**src/core/disk_ctrl_consts.svh**
```systemverilog
// Offsets, codes, field positions and timing figures of the command interpreter
`ifndef DISK_CTRL_CONSTS_SVH
`define DISK_CTRL_CONSTS_SVH
`define OFF_DATA 8'h00
`define OFF_STAT 8'h04
`define OFF_ERR 8'h08
`define RESP_OK 2'h0
`define RESP_SLVERR 2'h2
`define OP_FMT 5'h06
`define OP_LEGACY 5'h0C
`define OP_INIT 5'h11
`define OP_RDCFG 5'h12
`define OP_STOP 5'h13
`define ERR_NONE 8'h00
`define ERR_DRIVE 8'h02
`define ERR_NOT_INIT 8'h0A
`define ERR_BAD_CMD 8'h20
`define ERR_ILL_ADDR 8'h21
`define ERR_ILL_PARAM 8'h22
`define STAT_ERR 8'h02
`define STAT_OK 8'h00
`define NULL_BYTE 8'h00
`define LEN_CMD 4'h6
`define LEN_CNT 4'h2
`define LEN_CFG 4'hA
`define LEN_LEGACY 4'h8
`define BIT_FILL 5
`define CMD_CLASS 47:45
`define CMD_OP 44:40
`define CMD_DRV 37
`define CMD_LBA 36:16
`define CFG_CYL 79:64
`define CFG_HEAD 59:56
`define CFG_STEP 55:52
`define CFG_TYPE 51:49
`define CFG_SERVO 48
`define CFG_SIZE 41:40
`define CFG_RWC 39:24
`define CFG_PRE 23:8
`define CFG_BURST 3:0
`define SIZE_256 2'h1
`define SIZE_512 2'h2
`define SPT_256 6'h20
`define SPT_512 6'h11
`define BURST_MAX 4'hB
`define TYPE_MAX 3'h1
`define STEP_SLOW 4'h0
`define STEP_200 4'h4
`define STEP_70 4'h5
`define STEP_30 4'h6
`define STEP_15 4'h7
`define STEP_12 4'h8
`define STEP_200_US 200
`define STEP_70_US 70
`define STEP_30_US 30
`define STEP_15_US 15
`define STEP_12_US 12
`endif

```
**src/core/disk_ctrl_pkg.sv**
```systemverilog
// Types shared by the command interpreter
package disk_ctrl_pkg;
	typedef enum logic [3:0] {
		ST_CMD = 4'h0,
		ST_DECODE = 4'h1,
		ST_DIN = 4'h3,
		ST_CALC = 4'h2,
		ST_RECAL = 4'h6,
		ST_SEEK = 4'h7,
		ST_FMT = 4'h5,
		ST_STAT = 4'h4,
		ST_NULL = 4'hC,
		ST_DOUT = 4'hD,
		ST_WRCFG = 4'hF,
		ST_STOP = 4'hE,
		ST_APPLY = 4'h8,
		ST_LOAD = 4'hA,
		ST_LOADWAIT = 4'hB
	} ctrl_state_t;
	typedef enum logic [2:0] {
		DOP_NONE = 3'h0,
		DOP_RECAL = 3'h1,
		DOP_SEEK = 3'h2,
		DOP_FORMAT = 3'h3,
		DOP_WRCFG = 3'h4,
		DOP_RDCFG = 3'h5,
		DOP_STOP = 3'h6
	} drv_op_t;
endpackage

```
**src/core/disk_ctrl_enhanced_cmd_set.sv**
```systemverilog
// Command interpreter of the enhanced disk controller firmware, AXI4-Lite host side
`timescale 1ns/1ps
`include "disk_ctrl_consts.svh"
module disk_ctrl_enhanced_cmd_set #(
	parameter int CLK_MHZ = 20,
	parameter int SERVO_GAP_US = 300,
	parameter int STEP_SLOW_US = 3000
) (
	input wire logic core_clk,
	input wire logic reset,
	input wire logic [7:0] s_axi_awaddr,
	input wire logic s_axi_awvalid,
	output logic s_axi_awready,
	input wire logic [31:0] s_axi_wdata,
	input wire logic [3:0] s_axi_wstrb,
	input wire logic s_axi_wvalid,
	output logic s_axi_wready,
	output logic [1:0] s_axi_bresp,
	output logic s_axi_bvalid,
	input wire logic s_axi_bready,
	input wire logic [7:0] s_axi_araddr,
	input wire logic s_axi_arvalid,
	output logic s_axi_arready,
	output logic [31:0] s_axi_rdata,
	output logic [1:0] s_axi_rresp,
	output logic s_axi_rvalid,
	input wire logic s_axi_rready,
	output logic drv_op_valid,
	output disk_ctrl_pkg::drv_op_t drv_op,
	output logic [15:0] drv_cyl,
	output logic [3:0] drv_head,
	output logic drv_sel,
	output logic drv_fill_buffer,
	output logic [15:0] drv_gap_cycles,
	output logic [15:0] drv_step_cycles,
	output logic [5:0] drv_sectors,
	output logic [79:0] cfg_image,
	input wire logic drv_done,
	input wire logic drv_err,
	input wire logic drv_rvalid,
	input wire logic [7:0] drv_rdata,
	input wire logic ecc_burst_valid,
	input wire logic [3:0] ecc_burst_len,
	output logic ecc_uncorrectable
);
	localparam int GAP_CYC = SERVO_GAP_US * CLK_MHZ;
	localparam int SLOW_CYC = STEP_SLOW_US * CLK_MHZ;

	if (CLK_MHZ < 1 || GAP_CYC > 65535 || SLOW_CYC > 65535) begin : g_chk
		$error("clock rate or delays do not fit 16-bit counts");
	end

	function automatic logic [15:0] step_cyc(input logic [3:0] code);
		int us;
		case (code)
			`STEP_200: us = `STEP_200_US;
			`STEP_70: us = `STEP_70_US;
			`STEP_30: us = `STEP_30_US;
			`STEP_15: us = `STEP_15_US;
			`STEP_12: us = `STEP_12_US;
			default: us = STEP_SLOW_US;
		endcase
		return 16'(us * CLK_MHZ);
	endfunction

	function automatic logic cfg_ok(input logic [79:0] c);
		logic ok;
		ok = (c[`CFG_HEAD] != 4'h0) && (c[`CFG_CYL] > 16'h0001);
		ok = ok && (c[`CFG_SIZE] == `SIZE_256 || c[`CFG_SIZE] == `SIZE_512);
		ok = ok && (c[`CFG_STEP] == `STEP_SLOW
			|| (c[`CFG_STEP] >= `STEP_200 && c[`CFG_STEP] <= `STEP_12));
		ok = ok && (c[`CFG_TYPE] <= `TYPE_MAX);
		ok = ok && (c[`CFG_BURST] != 4'h0) && (c[`CFG_BURST] <= `BURST_MAX);
		ok = ok && (c[`CFG_RWC] <= c[`CFG_CYL]) && (c[`CFG_PRE] <= c[`CFG_CYL]);
		return ok;
	endfunction

	disk_ctrl_pkg::ctrl_state_t state_reg;
	logic [47:0] cmd_reg;
	logic [79:0] in_reg;
	logic [79:0] cfg_reg;
	logic [79:0] out_reg;
	logic cfg_valid_reg;
	logic [3:0] cnt_reg;
	logic [3:0] need_reg;
	logic [7:0] err_reg;
	logic [15:0] tracks_reg;
	logic [20:0] rem_reg;
	logic [15:0] cyl_reg;
	logic [3:0] head_reg;
	logic push_reg;
	logic [7:0] push_data_reg;
	logic pop_reg;
	logic host_req;
	logic host_io;
	logic host_cd;
	logic [7:0] host_byte;
	logic [5:0] spt;
	logic [15:0] cyl_cnt;
	logic [3:0] head_max;
	logic last_trk;
	logic [31:0] rd_word;

	// Sector count derives from the configured size alone, the board jumper has no say
	assign spt = (cfg_reg[`CFG_SIZE] == `SIZE_512) ? `SPT_512 : `SPT_256;
	assign cyl_cnt = cfg_reg[`CFG_CYL];
	assign head_max = cfg_reg[`CFG_HEAD] - 4'h1;
	assign last_trk = (cyl_reg == cyl_cnt - 16'h0001) && (head_reg == head_max);
	assign drv_cyl = cyl_reg;
	assign drv_head = head_reg;

	always_comb begin
		host_req = 1'b0;
		host_io = 1'b0;
		host_cd = 1'b0;
		host_byte = `NULL_BYTE;
		case (state_reg)
			disk_ctrl_pkg::ST_CMD: begin
				host_req = 1'b1;
				host_cd = 1'b1;
			end
			disk_ctrl_pkg::ST_DIN: begin
				host_req = 1'b1;
			end
			disk_ctrl_pkg::ST_DOUT: begin
				host_req = 1'b1;
				host_io = 1'b1;
				host_byte = out_reg[79:72];
			end
			disk_ctrl_pkg::ST_STAT: begin
				host_req = 1'b1;
				host_io = 1'b1;
				host_cd = 1'b1;
				host_byte = (err_reg != `ERR_NONE) ? `STAT_ERR : `STAT_OK;
			end
			disk_ctrl_pkg::ST_NULL: begin
				host_req = 1'b1;
				host_io = 1'b1;
				host_cd = 1'b1;
			end
			default: begin
				host_req = 1'b0;
			end
		endcase
	end

	always_comb begin
		case (s_axi_araddr)
			`OFF_DATA: rd_word = {24'h000000, host_req && host_io ? host_byte : 8'h00};
			`OFF_STAT: rd_word = {16'h0000, err_reg, 3'h0, cfg_valid_reg,
				state_reg != disk_ctrl_pkg::ST_CMD, host_cd, host_io, host_req};
			`OFF_ERR: rd_word = {24'h000000, err_reg};
			default: rd_word = 32'h00000000;
		endcase
	end

	// Address and data are taken together, so a lone channel simply waits
	always_ff @(posedge core_clk) begin
		if (reset) begin
			s_axi_awready <= 1'b0;
			s_axi_wready <= 1'b0;
			s_axi_bvalid <= 1'b0;
			s_axi_bresp <= `RESP_OK;
			push_reg <= 1'b0;
			push_data_reg <= 8'h00;
		end else begin
			push_reg <= 1'b0;
			if (s_axi_awready) begin
				s_axi_awready <= 1'b0;
				s_axi_wready <= 1'b0;
				s_axi_bvalid <= 1'b1;
				s_axi_bresp <= (s_axi_awaddr == `OFF_DATA || s_axi_awaddr == `OFF_STAT
					|| s_axi_awaddr == `OFF_ERR) ? `RESP_OK : `RESP_SLVERR;
				push_reg <= (s_axi_awaddr == `OFF_DATA) && s_axi_wstrb[0] && host_req && !host_io;
				push_data_reg <= s_axi_wdata[7:0];
			end else if (s_axi_bvalid) begin
				if (s_axi_bready) begin
					s_axi_bvalid <= 1'b0;
				end
			end else if (s_axi_awvalid && s_axi_wvalid) begin
				s_axi_awready <= 1'b1;
				s_axi_wready <= 1'b1;
			end
		end
	end

	always_ff @(posedge core_clk) begin
		if (reset) begin
			s_axi_arready <= 1'b0;
			s_axi_rvalid <= 1'b0;
			s_axi_rdata <= 32'h00000000;
			s_axi_rresp <= `RESP_OK;
			pop_reg <= 1'b0;
		end else begin
			pop_reg <= 1'b0;
			if (s_axi_arready) begin
				s_axi_arready <= 1'b0;
				s_axi_rvalid <= 1'b1;
				s_axi_rdata <= rd_word;
				s_axi_rresp <= (s_axi_araddr == `OFF_DATA || s_axi_araddr == `OFF_STAT
					|| s_axi_araddr == `OFF_ERR) ? `RESP_OK : `RESP_SLVERR;
				pop_reg <= (s_axi_araddr == `OFF_DATA) && host_req && host_io;
			end else if (s_axi_rvalid) begin
				if (s_axi_rready) begin
					s_axi_rvalid <= 1'b0;
				end
			end else if (s_axi_arvalid) begin
				s_axi_arready <= 1'b1;
			end
		end
	end

	always_ff @(posedge core_clk) begin
		if (reset) begin
			state_reg <= disk_ctrl_pkg::ST_LOAD;
			cmd_reg <= 48'h000000000000;
			in_reg <= 80'h0;
			cfg_reg <= 80'h0;
			out_reg <= 80'h0;
			cfg_valid_reg <= 1'b0;
			cnt_reg <= 4'h0;
			need_reg <= 4'h0;
			err_reg <= `ERR_NONE;
			tracks_reg <= 16'h0000;
			rem_reg <= 21'h000000;
			cyl_reg <= 16'h0000;
			head_reg <= 4'h0;
			drv_op_valid <= 1'b0;
			drv_op <= disk_ctrl_pkg::DOP_NONE;
			drv_sel <= 1'b0;
			drv_fill_buffer <= 1'b0;
		end else begin
			drv_op_valid <= 1'b0;
			case (state_reg)
				disk_ctrl_pkg::ST_LOAD: begin
					cyl_reg <= 16'h0000;
					head_reg <= 4'h0;
					drv_op <= disk_ctrl_pkg::DOP_RDCFG;
					drv_op_valid <= 1'b1;
					cnt_reg <= 4'h0;
					state_reg <= disk_ctrl_pkg::ST_LOADWAIT;
				end
				disk_ctrl_pkg::ST_LOADWAIT: begin
					if (drv_rvalid) begin
						in_reg <= {in_reg[71:0], drv_rdata};
						cnt_reg <= cnt_reg + 4'h1;
					end
					// A failed or short load leaves the controller uninitialised
					if (drv_done) begin
						if (!drv_err && cnt_reg == `LEN_CFG && cfg_ok(in_reg)) begin
							cfg_reg <= in_reg;
							cfg_valid_reg <= 1'b1;
						end
						cnt_reg <= 4'h0;
						state_reg <= disk_ctrl_pkg::ST_CMD;
					end
				end
				disk_ctrl_pkg::ST_CMD: begin
					if (push_reg) begin
						cmd_reg <= {cmd_reg[39:0], push_data_reg};
						if (cnt_reg == `LEN_CMD - 4'h1) begin
							cnt_reg <= 4'h0;
							state_reg <= disk_ctrl_pkg::ST_DECODE;
						end else begin
							cnt_reg <= cnt_reg + 4'h1;
						end
					end
				end
				disk_ctrl_pkg::ST_DECODE: begin
					err_reg <= `ERR_NONE;
					drv_sel <= cmd_reg[`CMD_DRV];
					state_reg <= disk_ctrl_pkg::ST_STAT;
					if (cmd_reg[`CMD_CLASS] != 3'h0) begin
						err_reg <= `ERR_BAD_CMD;
					end else begin
						case (cmd_reg[`CMD_OP])
							`OP_FMT: begin
								if (!cfg_valid_reg) begin
									err_reg <= `ERR_NOT_INIT;
								end else begin
									need_reg <= `LEN_CNT;
									state_reg <= disk_ctrl_pkg::ST_DIN;
								end
							end
							`OP_INIT: begin
								need_reg <= `LEN_CFG;
								state_reg <= disk_ctrl_pkg::ST_DIN;
							end
							`OP_LEGACY: begin
								need_reg <= `LEN_LEGACY;
								state_reg <= disk_ctrl_pkg::ST_DIN;
							end
							`OP_RDCFG: begin
								if (!cfg_valid_reg) begin
									err_reg <= `ERR_NOT_INIT;
								end else begin
									out_reg <= cfg_reg;
									state_reg <= disk_ctrl_pkg::ST_DOUT;
								end
							end
							`OP_STOP: begin
								if (!cfg_valid_reg) begin
									err_reg <= `ERR_NOT_INIT;
								end else begin
									drv_op <= disk_ctrl_pkg::DOP_STOP;
									drv_op_valid <= 1'b1;
									state_reg <= disk_ctrl_pkg::ST_STOP;
								end
							end
							default: begin
								err_reg <= `ERR_BAD_CMD;
							end
						endcase
					end
				end
				disk_ctrl_pkg::ST_DIN: begin
					if (push_reg) begin
						in_reg <= {in_reg[71:0], push_data_reg};
						if (cnt_reg == need_reg - 4'h1) begin
							cnt_reg <= 4'h0;
							state_reg <= disk_ctrl_pkg::ST_APPLY;
						end else begin
							cnt_reg <= cnt_reg + 4'h1;
						end
					end
				end
				disk_ctrl_pkg::ST_APPLY: begin
					state_reg <= disk_ctrl_pkg::ST_STAT;
					if (cmd_reg[`CMD_OP] == `OP_FMT) begin
						tracks_reg <= in_reg[15:0];
						drv_fill_buffer <= cmd_reg[`BIT_FILL];
						rem_reg <= cmd_reg[`CMD_LBA];
						head_reg <= 4'h0;
						if (in_reg[15:0] == 16'h0000) begin
							cyl_reg <= 16'h0000;
							drv_op <= disk_ctrl_pkg::DOP_WRCFG;
							drv_op_valid <= 1'b1;
							state_reg <= disk_ctrl_pkg::ST_WRCFG;
						end else begin
							cyl_reg <= 16'h0001;
							state_reg <= disk_ctrl_pkg::ST_CALC;
						end
					end else if (cmd_reg[`CMD_OP] == `OP_INIT) begin
						if (cfg_ok(in_reg)) begin
							cfg_reg <= in_reg;
							cfg_valid_reg <= 1'b1;
						end else begin
							err_reg <= `ERR_ILL_PARAM;
						end
					end
				end
				// One track per cycle; slow for far addresses but keeps out a divider
				disk_ctrl_pkg::ST_CALC: begin
					if (cyl_reg >= cyl_cnt) begin
						err_reg <= `ERR_ILL_ADDR;
						state_reg <= disk_ctrl_pkg::ST_STAT;
					end else if (rem_reg >= 21'(spt)) begin
						rem_reg <= rem_reg - 21'(spt);
						if (head_reg == head_max) begin
							head_reg <= 4'h0;
							cyl_reg <= cyl_reg + 16'h0001;
						end else begin
							head_reg <= head_reg + 4'h1;
						end
					end else begin
						drv_op <= disk_ctrl_pkg::DOP_RECAL;
						drv_op_valid <= 1'b1;
						state_reg <= disk_ctrl_pkg::ST_RECAL;
					end
				end
				disk_ctrl_pkg::ST_RECAL: begin
					if (drv_done) begin
						if (drv_err) begin
							err_reg <= `ERR_DRIVE;
							state_reg <= disk_ctrl_pkg::ST_STAT;
						end else begin
							drv_op <= disk_ctrl_pkg::DOP_SEEK;
							drv_op_valid <= 1'b1;
							state_reg <= disk_ctrl_pkg::ST_SEEK;
						end
					end
				end
				disk_ctrl_pkg::ST_SEEK: begin
					if (drv_done) begin
						if (drv_err) begin
							err_reg <= `ERR_DRIVE;
							state_reg <= disk_ctrl_pkg::ST_STAT;
						end else begin
							drv_op <= disk_ctrl_pkg::DOP_FORMAT;
							drv_op_valid <= 1'b1;
							state_reg <= disk_ctrl_pkg::ST_FMT;
						end
					end
				end
				disk_ctrl_pkg::ST_FMT: begin
					if (drv_done) begin
						tracks_reg <= tracks_reg - 16'h0001;
						if (drv_err) begin
							err_reg <= `ERR_DRIVE;
							state_reg <= disk_ctrl_pkg::ST_STAT;
						end else if (tracks_reg == 16'h0001 || last_trk) begin
							// Formatted drive keeps its configuration on the reserved cylinder
							if (tracks_reg != 16'h0001) begin
								err_reg <= `ERR_ILL_ADDR;
							end
							cyl_reg <= 16'h0000;
							head_reg <= 4'h0;
							drv_op <= disk_ctrl_pkg::DOP_WRCFG;
							drv_op_valid <= 1'b1;
							state_reg <= disk_ctrl_pkg::ST_WRCFG;
						end else begin
							if (head_reg == head_max) begin
								head_reg <= 4'h0;
								cyl_reg <= cyl_reg + 16'h0001;
							end else begin
								head_reg <= head_reg + 4'h1;
							end
							drv_op <= disk_ctrl_pkg::DOP_FORMAT;
							drv_op_valid <= 1'b1;
						end
					end
				end
				disk_ctrl_pkg::ST_WRCFG, disk_ctrl_pkg::ST_STOP: begin
					if (drv_done) begin
						if (drv_err) begin
							err_reg <= `ERR_DRIVE;
						end
						state_reg <= disk_ctrl_pkg::ST_STAT;
					end
				end
				disk_ctrl_pkg::ST_DOUT: begin
					if (pop_reg) begin
						out_reg <= {out_reg[71:0], 8'h00};
						if (cnt_reg == `LEN_CFG - 4'h1) begin
							cnt_reg <= 4'h0;
							state_reg <= disk_ctrl_pkg::ST_STAT;
						end else begin
							cnt_reg <= cnt_reg + 4'h1;
						end
					end
				end
				disk_ctrl_pkg::ST_STAT: begin
					if (pop_reg) begin
						state_reg <= disk_ctrl_pkg::ST_NULL;
					end
				end
				disk_ctrl_pkg::ST_NULL: begin
					if (pop_reg) begin
						state_reg <= disk_ctrl_pkg::ST_CMD;
					end
				end
				default: begin
					state_reg <= disk_ctrl_pkg::ST_CMD;
				end
			endcase
		end
	end

	// Drive timing follows the stored configuration, never the command control byte
	always_ff @(posedge core_clk) begin
		if (reset) begin
			drv_gap_cycles <= 16'h0000;
			drv_step_cycles <= 16'h0000;
			drv_sectors <= 6'h00;
			cfg_image <= 80'h0;
		end else begin
			drv_gap_cycles <= cfg_reg[`CFG_SERVO] ? 16'(GAP_CYC) : 16'h0000;
			drv_step_cycles <= step_cyc(cfg_reg[`CFG_STEP]);
			drv_sectors <= spt;
			cfg_image <= cfg_reg;
		end
	end

	always_ff @(posedge core_clk) begin
		if (reset) begin
			ecc_uncorrectable <= 1'b0;
		end else begin
			ecc_uncorrectable <= ecc_burst_valid && (ecc_burst_len > cfg_reg[`CFG_BURST]);
		end
	end
endmodule

```
**config.mk**
```make
export PLATFORM = sky130hd
export DESIGN_NAME = disk_ctrl_enhanced_cmd_set
export DESIGN_NICKNAME = d
export VERILOG_FILES = /design/src/core/disk_ctrl_pkg.sv /design/src/core/disk_ctrl_enhanced_cmd_set.sv
export VERILOG_INCLUDE_DIRS = /design/src /design/src/core
export SDC_FILE = /design/constraint.sdc
export NUM_CORES = 1
export LEC_CHECK = 0
export ABC_AREA = 1
export BUFFER_PORTS_ARGS = -buffer_cell sky130_fd_sc_hd__buf_2
export CORE_MARGIN = 2
export CORE_UTILIZATION = 25
export DETAILED_ROUTE_END_ITERATION = 16
export PLACE_DENSITY_LB_ADDON = 0.05
export SYNTH_ARGS = -nofsm -noshare
export SYNTH_HDL_FRONTEND = slang
export SYNTH_SLANG_ARGS = --single-unit
```
**constraint.sdc**
```tcl
create_clock -name core_clk -period 3.8 [get_ports core_clk]
set_clock_uncertainty 0.05 [all_clocks]
set_input_delay 0.19 -clock core_clk [delete_from_list [all_inputs] [get_ports core_clk]]
set_output_delay 0.19 -clock core_clk [all_outputs]
set_load 0.02 [all_outputs]
```
# --- Word-level counts from Yosys, hierarchy flattened ---
# Cells that the tools add are included.
classes:
  addsub: 8
  mul: 1
  magnitude_cmp: 10
  eq_ne: 78
  muxes: 142
  bitwise: 4
  n_reduce_logical: 76
ops:
  columns: ["operator", "n"]
  rows:
  - ["$mux 80", 11]
  - ["$pmux 80 s2", 3]
  - ["$mux 4", 39]
  - ["$mux 16", 9]
  - ["$mux 8", 11]
  - ["$ne 2x2->1 const B", 32]
  - ["$pmux 16 s4", 1]
  - ["$mux 21", 3]
  - ["$pmux 12 s5", 1]
  - ["$pmux 4 s14", 1]
  - ["$pmux 16 s3", 1]
  - ["$mux 3", 15]
  - ["$pmux 21 s2", 1]
  - ["$eq 4x4->1 const B", 10]
  - ["$pmux 8 s5", 1]
  - ["$eq 4x3->1 const B", 9]
  - ["$le 16x16->1", 2]
  - ["$mul 32x4->14 const B", 1]
  - ["$mux 32", 1]
  - ["$pmux 16 s2", 1]
  - ["$pmux 4 s4", 2]
  - ["$sub 16x1->16 const B", 2]
  - ["$mux 1", 27]
  - ["$ge 21x6->1", 1]
  - ["60 further kinds", 134]
totals:
  register_bits: 542
  in_bits: 75
  output_inout_bits: 186
  word_cells: 353

# --- Depth between registers and ports, before layout ---
depth:
  depth_word: 13
  ltp_mapped: 19
  ltp_nobuf: 18

# --- Worst setup path after synthesis ---
# OpenSTA, ideal clock, no wires.
synth_path:
  kind: "flip-flop to flip-flop"
  startpoint: "register cfg_reg[54]"
  endpoint: "register drv_step_cycles[11]"
  setup_ps: 74
  t_arrival_ps: 2440
  path_slack_ps: 1236
  stages_incl_launch_ff: 16
  path_buffers: 0
  synth_period_minus_slack_ps: 2564
  path_cell_list: "dfxtp_1 > inv_1 > nor2_1 > inv_1 > nor2_1 > nand2_1 > ha_1 > ha_1 > fa_1 > a21oi_1 > nor2_1 > nor2_1 > o21ai_0 > nand2_1 > o21ai_0 > a31oi_1"
synth_via:
  elab_chain_len: 4
  elab_cells_between_ends: 8
synth_lines:
  columns: ["item", "line", "rtl"]
  rows:
  - ["start: declaration", "disk_ctrl_enhanced_cmd_set.sv:81", "logic [79:0] cfg_reg;"]
  - ["start signal: assignment", "disk_ctrl_enhanced_cmd_set.sv:251", "cfg_reg <= in_reg;"]
  - ["start signal: assignment", "disk_ctrl_enhanced_cmd_set.sv:345", "cfg_reg <= in_reg;"]
  - ["$eq 4x4->1 or $eq 4x3->1 (tied branches)", "disk_ctrl_enhanced_cmd_set.sv:55", "case (code)"]
  - ["$pmux 12 s5 (*)", "disk_ctrl_enhanced_cmd_set.sv:55", null]
  - ["$mux 32 (*)", "disk_ctrl_enhanced_cmd_set.sv:461", "if (reset) begin"]
  - ["$mul 32x4->14 (*)", "disk_ctrl_enhanced_cmd_set.sv:63", "return 16'(us * CLK_MHZ);"]
  - ["end signal: assignment", "disk_ctrl_enhanced_cmd_set.sv:468", "drv_step_cycles <= step_cyc(cfg_reg[`CFG_STEP]);"]
  - ["end: declaration", "disk_ctrl_enhanced_cmd_set.sv:35", "output logic [15:0] drv_step_cycles,"]
# Every way passes the cells marked *; elsewhere a longest branch is shown, timed or not. The select of a mux whose other input is x is not followed.
# A chain may end at the register's enable or synchronous reset.

# --- Final worst setup path ---
layout_path:
  startpoint: "register in_reg[79]"
  endpoint: "register cfg_reg[10]"
layout_via:
  elab_chain_len: 12
  elab_cells_between_ends: 15
layout_lines:
  columns: ["item", "line", "rtl"]
  rows:
  - ["start: declaration", "disk_ctrl_enhanced_cmd_set.sv:80", "logic [79:0] in_reg;"]
  - ["start signal: assignment", "disk_ctrl_enhanced_cmd_set.sv:245", "in_reg <= {in_reg[71:0], drv_rdata};"]
  - ["start signal: assignment", "disk_ctrl_enhanced_cmd_set.sv:318", "in_reg <= {in_reg[71:0], push_data_reg};"]
  - ["$gt 16x1->1", "disk_ctrl_enhanced_cmd_set.sv:68", "ok = (c[`CFG_HEAD] != 4'h0) && (c[`CFG_CYL] > 16'h0001);"]
  - ["$logic_and 1x1->1", "disk_ctrl_enhanced_cmd_set.sv:68", null]
  - ["$logic_and 1x1->1", "disk_ctrl_enhanced_cmd_set.sv:69", "ok = ok && (c[`CFG_SIZE] == `SIZE_256 || c[`CFG_SIZE] == `SIZE_512);"]
  - ["$logic_and 1x1->1", "disk_ctrl_enhanced_cmd_set.sv:70", "ok = ok && (c[`CFG_STEP] == `STEP_SLOW"]
  - ["$logic_and 1x1->1", "disk_ctrl_enhanced_cmd_set.sv:72", "ok = ok && (c[`CFG_TYPE] <= `TYPE_MAX);"]
  - ["$logic_and 1x1->1 (2 in a row)", "disk_ctrl_enhanced_cmd_set.sv:73", "ok = ok && (c[`CFG_BURST] != 4'h0) && (c[`CFG_BURST] <= `BURST_MAX);"]
  - ["$logic_and 1x1->1", "disk_ctrl_enhanced_cmd_set.sv:74", "ok = ok && (c[`CFG_RWC] <= c[`CFG_CYL]) && (c[`CFG_PRE] <= c[`CFG_CYL]);"]
  - ["$logic_and 1x1->1 (*)", "disk_ctrl_enhanced_cmd_set.sv:74", null]
  - ["$logic_and 1x1->1", "disk_ctrl_enhanced_cmd_set.sv:250", "if (!drv_err && cnt_reg == `LEN_CFG && cfg_ok(in_reg)) begin"]
  - ["$ne 2x2->1 (no source line)", null, null]
  - ["$reduce_and 6->1 (no source line) (*)", null, null]
# Every way passes the cells marked *; elsewhere a longest branch is shown, timed or not.

==> results.md <==
Routing
* **vias after detailed routing** 19560
* **total DRC errors in the routed layout** 0
* **Final Routed Wirelength** 74970 µm
* **number of detailed-route iterations in the first pass** 7
* **DRC violation total after the first TritonRoute iteration** 1057
* **routed via count divided by cell count** 4.565
* **post-DR wirelength/cell** 17.49 µm
* **ANT nets after route** 0

Synthesis
* **Avg Cell Area, Syn** 7.548 µm²
* **Distinct cells, synth** 55
* **part of the Yosys area used for sequential elements** 44.48%
* **simple-gate portion of the synthesized area** 17.80%
* **leading register cell type out of synthesis** sky130_fd_sc_hd__dfxtp_1
* **flip-flop and latch count after synthesis** 490
* **Post-Synthesis Cells** 2922
* **portion of netlist area occupied by mux cells** 0%
* **compound-gate portion of the synthesized area** 20.98%
* **adder-cell area share of the yosys netlist** 4.175%
* **xor and xnor fraction of the mapped netlist area** 1.390%
* **number of flops mapped to enable cells by yosys** 0
* **Synth warnings** 0
* **post-synthesis async set-or-reset flop share** 0%
* **largest family of logic cells by synthesized area** compound AO/OA/AOI/OAI gates
* **Post-Synthesis Cell Area** 22050 µm²

Cells and area
* **nets** 3232
* **share of layout cells above drive strength 1** 12.33%
* **fillers** 9454
* **post-route standard cell area excluding fillers** 26340 µm²
* **relative area change from synthesis to final layout** 19.41%
* **number of inserted diodes** 0

Worst hold path
* **Worst Hold Class** input port to register
* **cell count of the worst hold path** 4
* **Hold Crit Endpoint** pop_reg$_SDFF_PP0_
* **startpoint of the tightest hold check path** s_axi_araddr[2]

Critical path
* **Crit Path Category** register to register
* **critical path required time** 4260 ps
* **Worst R2R Start** in_reg[79]$_SDFFE_PP0P_
* **CP Max Fanout** 77
* **worst setup slack for register-to-register paths** 530 ps
* **Crit. End Element** register
* **cell count of the worst reg-to-reg path** 12
* **capture instance of the worst register-to-register path** cfg_reg[10]$_SDFFE_PP0P_
* **crit path DAT** 3730 ps
* **kind of start point of the critical path** register

Floorplan
* **io pins** 261
* **number of placement rows** 108
* **Die Span X** 301.0 µm
* **DIE HEIGHT** 301.0 µm
* **die area** 90610 µm²
* **Starting Density** 25.30%
* **placeable core region** 87160 µm²

Power and ir drop
* **Leak** 10.80 nW
* **clock share of power** 33.2%
* **relative contribution of sequential cells to total power** 35.7%
* **peak supply drop** 0.0003303 V
* **cell internal pwr** 11.00 mW
* **combinational cell fraction of total power** 31.1%
* **switching power of the nets** 6.606 mW
* **Power Dens Cells** 668.7 nW/µm²
* **sw frac** 37.52%

STA
* **Final TNS setup** 0 ps
* **Slew Viols, Final** 0
* **time the final worst path needs with I/O delays and setup** 3274 ps
* **max-slew headroom at the worst pin** 37.05%
* **unrepaired setup endpoints after global routing** no
* **share of the clock period used by the worst path** 86.15%
* **slew of the pin with the lowest slew margin** 944.2 ps
* **maximum clock rate** 0.3055 GHz
* **Setup-failing EPs final** 0
* **final setup margin** 526.3 ps
* **Final Hold Violating Endpoints** 0

Clock tree
* **master cell of the clock root buffer** sky130_fd_sc_hd__clkbuf_16
* **CTS tree** done
* **register clock-pin slew on the reported worst setup and hold paths** 70 ps
* **CTS Buf Count** 60
* **clock latency of the later-clocked register in the worst-skew pair** 640 ps
* **number of setup buffers added after CTS** 0
* **H-tree lvl count** 2
* **clock sink count** 490
* **maximum buffer depth of the clock tree** 3

Placed design
* **post-place instance area** 24000 µm²
* **Setup Slack @ Placement** 540.8 ps
* **half-perimeter wire length of the detailed placement result** 53660 µm
* **Routability Congestion** 0.8337
* **PortBufs** 197

Global routing
* **overflow left after global routing** 0
* **number of global-route vias before repair** 19290
* **global-route total usage across every layer** 16.26%
* **number of antenna violations at the first check in global routing** 1
* **largest net degree at the start of global routing** 166
* **first-pass GRT wire length** 115400 µm

Run
* **Max-cap violations** 0

Run status
* **run status** complete, no violations

[per-layer routing]
layer,vias up,routed length [µm],track usage (%)
li1,9978,-,-
met1,9139,34780,21.22
met2,347,35400,27.63
met3,98,2893,2.525
met4,2,1894,4.643
met5,-,8,0
[layout make-up]
type / instances / area (µm²) / share of cell area, %
repair buffers: 270 / 1687 / 6.404
well taps: 1155 / 1445 / 5.487
clock buffers: 93 / 1846 / 7.008
clock inverters: 16 / 173.9 / 0.6604
flip-flops and latches: 490 / 9809 / 37.25
multi-input cells: 1881 / 9942 / 37.75
inverters: 381 / 1433 / 5.440
[Yosys cell counts (3+ instances only)]
| cell type | n | area (µm²) |
|---|---|---|
| sky130_fd_sc_hd__inv_2 | 17 | 63.81 |
| sky130_fd_sc_hd__clkbuf_1 | 117 | 439.2 |
| sky130_fd_sc_hd__o22ai_1 | 3 | 18.77 |
| sky130_fd_sc_hd__nand4_1 | 39 | 244.0 |
| sky130_fd_sc_hd__nor2_4 | 3 | 33.78 |
| sky130_fd_sc_hd__a21oi_1 | 291 | 1456 |
| sky130_fd_sc_hd__nand3_1 | 111 | 555.5 |
| sky130_fd_sc_hd__o31ai_1 | 10 | 75.07 |
| sky130_fd_sc_hd__xor2_1 | 25 | 219.0 |
| sky130_fd_sc_hd__buf_2 | 24 | 120.1 |
| sky130_fd_sc_hd__nor2_1 | 365 | 1370 |
| sky130_fd_sc_hd__a211oi_1 | 178 | 1336 |
| sky130_fd_sc_hd__nor2_2 | 11 | 68.82 |
| sky130_fd_sc_hd__o21ai_1 | 10 | 50.05 |
| sky130_fd_sc_hd__a32o_1 | 4 | 40.04 |
| sky130_fd_sc_hd__xnor2_1 | 10 | 87.58 |
| sky130_fd_sc_hd__o21bai_1 | 3 | 22.52 |
| sky130_fd_sc_hd__a31oi_1 | 18 | 112.6 |
| sky130_fd_sc_hd__nand2_2 | 5 | 31.28 |
| sky130_fd_sc_hd__or2_2 | 3 | 18.77 |
| sky130_fd_sc_hd__nor4_1 | 8 | 50.05 |
| sky130_fd_sc_hd__o21ai_0 | 254 | 1271 |
| sky130_fd_sc_hd__ha_1 | 72 | 900.9 |
| sky130_fd_sc_hd__buf_4 | 59 | 442.9 |
| sky130_fd_sc_hd__buf_1 | 3 | 11.26 |
| sky130_fd_sc_hd__nor3_1 | 25 | 125.1 |
| sky130_fd_sc_hd__nand2_1 | 357 | 1340 |
| sky130_fd_sc_hd__inv_1 | 362 | 1359 |
| sky130_fd_sc_hd__dfxtp_1 | 490 | 9809 |
| sky130_fd_sc_hd__o211ai_1 | 13 | 97.59 |
[power by group through the flow]
stage / sequential, mW / combinational (mW) / clock (mW)
finish: 6.28 / 5.48 / 5.85
global route: 6.37 / 6.25 / 6.23
CTS: 6.30 / 5.57 / 6.05
detailed placement: 6.41 / 5.53 / 0
global placement: 6.40 / 5.51 / 0
floorplan: 6.43 / 3.83 / 0
[cell usage in the layout (no fill, tap or decap), drive strengths merged, types with 4 or more instances in the layout]
cell type / n
inv: 381
nand2: 362
buf: 238
a31oi: 18
clkbuf: 93
nand3: 111
conb: 36
nor4: 10
a211oi: 178
a32o: 4
ha: 72
o31ai: 10
nor2: 379
o21ai: 265
xor2: 25
nand4: 39
nor3: 27
clkinv: 13
dlygate4sd3: 32
o211ai: 13
a21oi: 291
xnor2: 10
dfxtp: 490
[cells by family (layout without fill, tap and decap cells)]
kind of cell	count (synthesis)	in the layout
fa+ha+maj	73	73
compound gates	801	801
xor+xnor	35	35
buf+inv	586	760
other cells	1	36
simple gates	936	936
flops	490	490
[repair_timing]
action,in CTS,in global routing
hold buffers,32,0
resized for setup,0,0
endpoints found under the hold margin,67,0
[worst max-delay path: stages (launching register included)]
cell                      delay, ps
sky130_fd_sc_hd__dfxtp_1        350
sky130_fd_sc_hd__inv_1          100
sky130_fd_sc_hd__ha_1           310
sky130_fd_sc_hd__nand2_1         90
sky130_fd_sc_hd__nor4_1         390
sky130_fd_sc_hd__nand3_1        120
sky130_fd_sc_hd__o21ai_1        220
sky130_fd_sc_hd__nand3_1        260
sky130_fd_sc_hd__a21oi_1        300
sky130_fd_sc_hd__nand2_4        290
sky130_fd_sc_hd__buf_12         310
sky130_fd_sc_hd__o21ai_0        240
sky130_fd_sc_hd__a21oi_1         60
[through the flow]
stage	std cells	util (%)	power (mW)	hold WS [ps]
after floorplan	2957	-	10.27	251.0
after global placement	4145	27.53	11.91	343.7
after detailed placement	4145	27.53	11.93	356.5
after CTS	4286	30.22	17.92	36.39
after global routing	4286	30.22	18.85	52.21
final	4286	30.22	17.61	42.42
[worst max-delay path by stage]
| stage | from | slack [ps] | to |
|---|---|---|---|
| after floorplan | cfg_reg[54]$_SDFFE_PP0P_ | 1240 | drv_step_cycles[11]$_SDFF_PP0_ |
| after global placement | in_reg[79]$_SDFFE_PP0P_ | 600 | cfg_reg[10]$_SDFFE_PP0P_ |
| after detailed placement | in_reg[79]$_SDFFE_PP0P_ | 540 | cfg_reg[10]$_SDFFE_PP0P_ |
| after CTS | in_reg[79]$_SDFFE_PP0P_ | 520 | cfg_reg[0]$_SDFFE_PP0P_ |
| after global routing | in_reg[79]$_SDFFE_PP0P_ | 280 | cfg_reg[40]$_SDFFE_PP0P_ |
| final | in_reg[79]$_SDFFE_PP0P_ | 530 | cfg_reg[10]$_SDFFE_PP0P_ |
No activity file was read; power rests on OpenSTA's default activity.
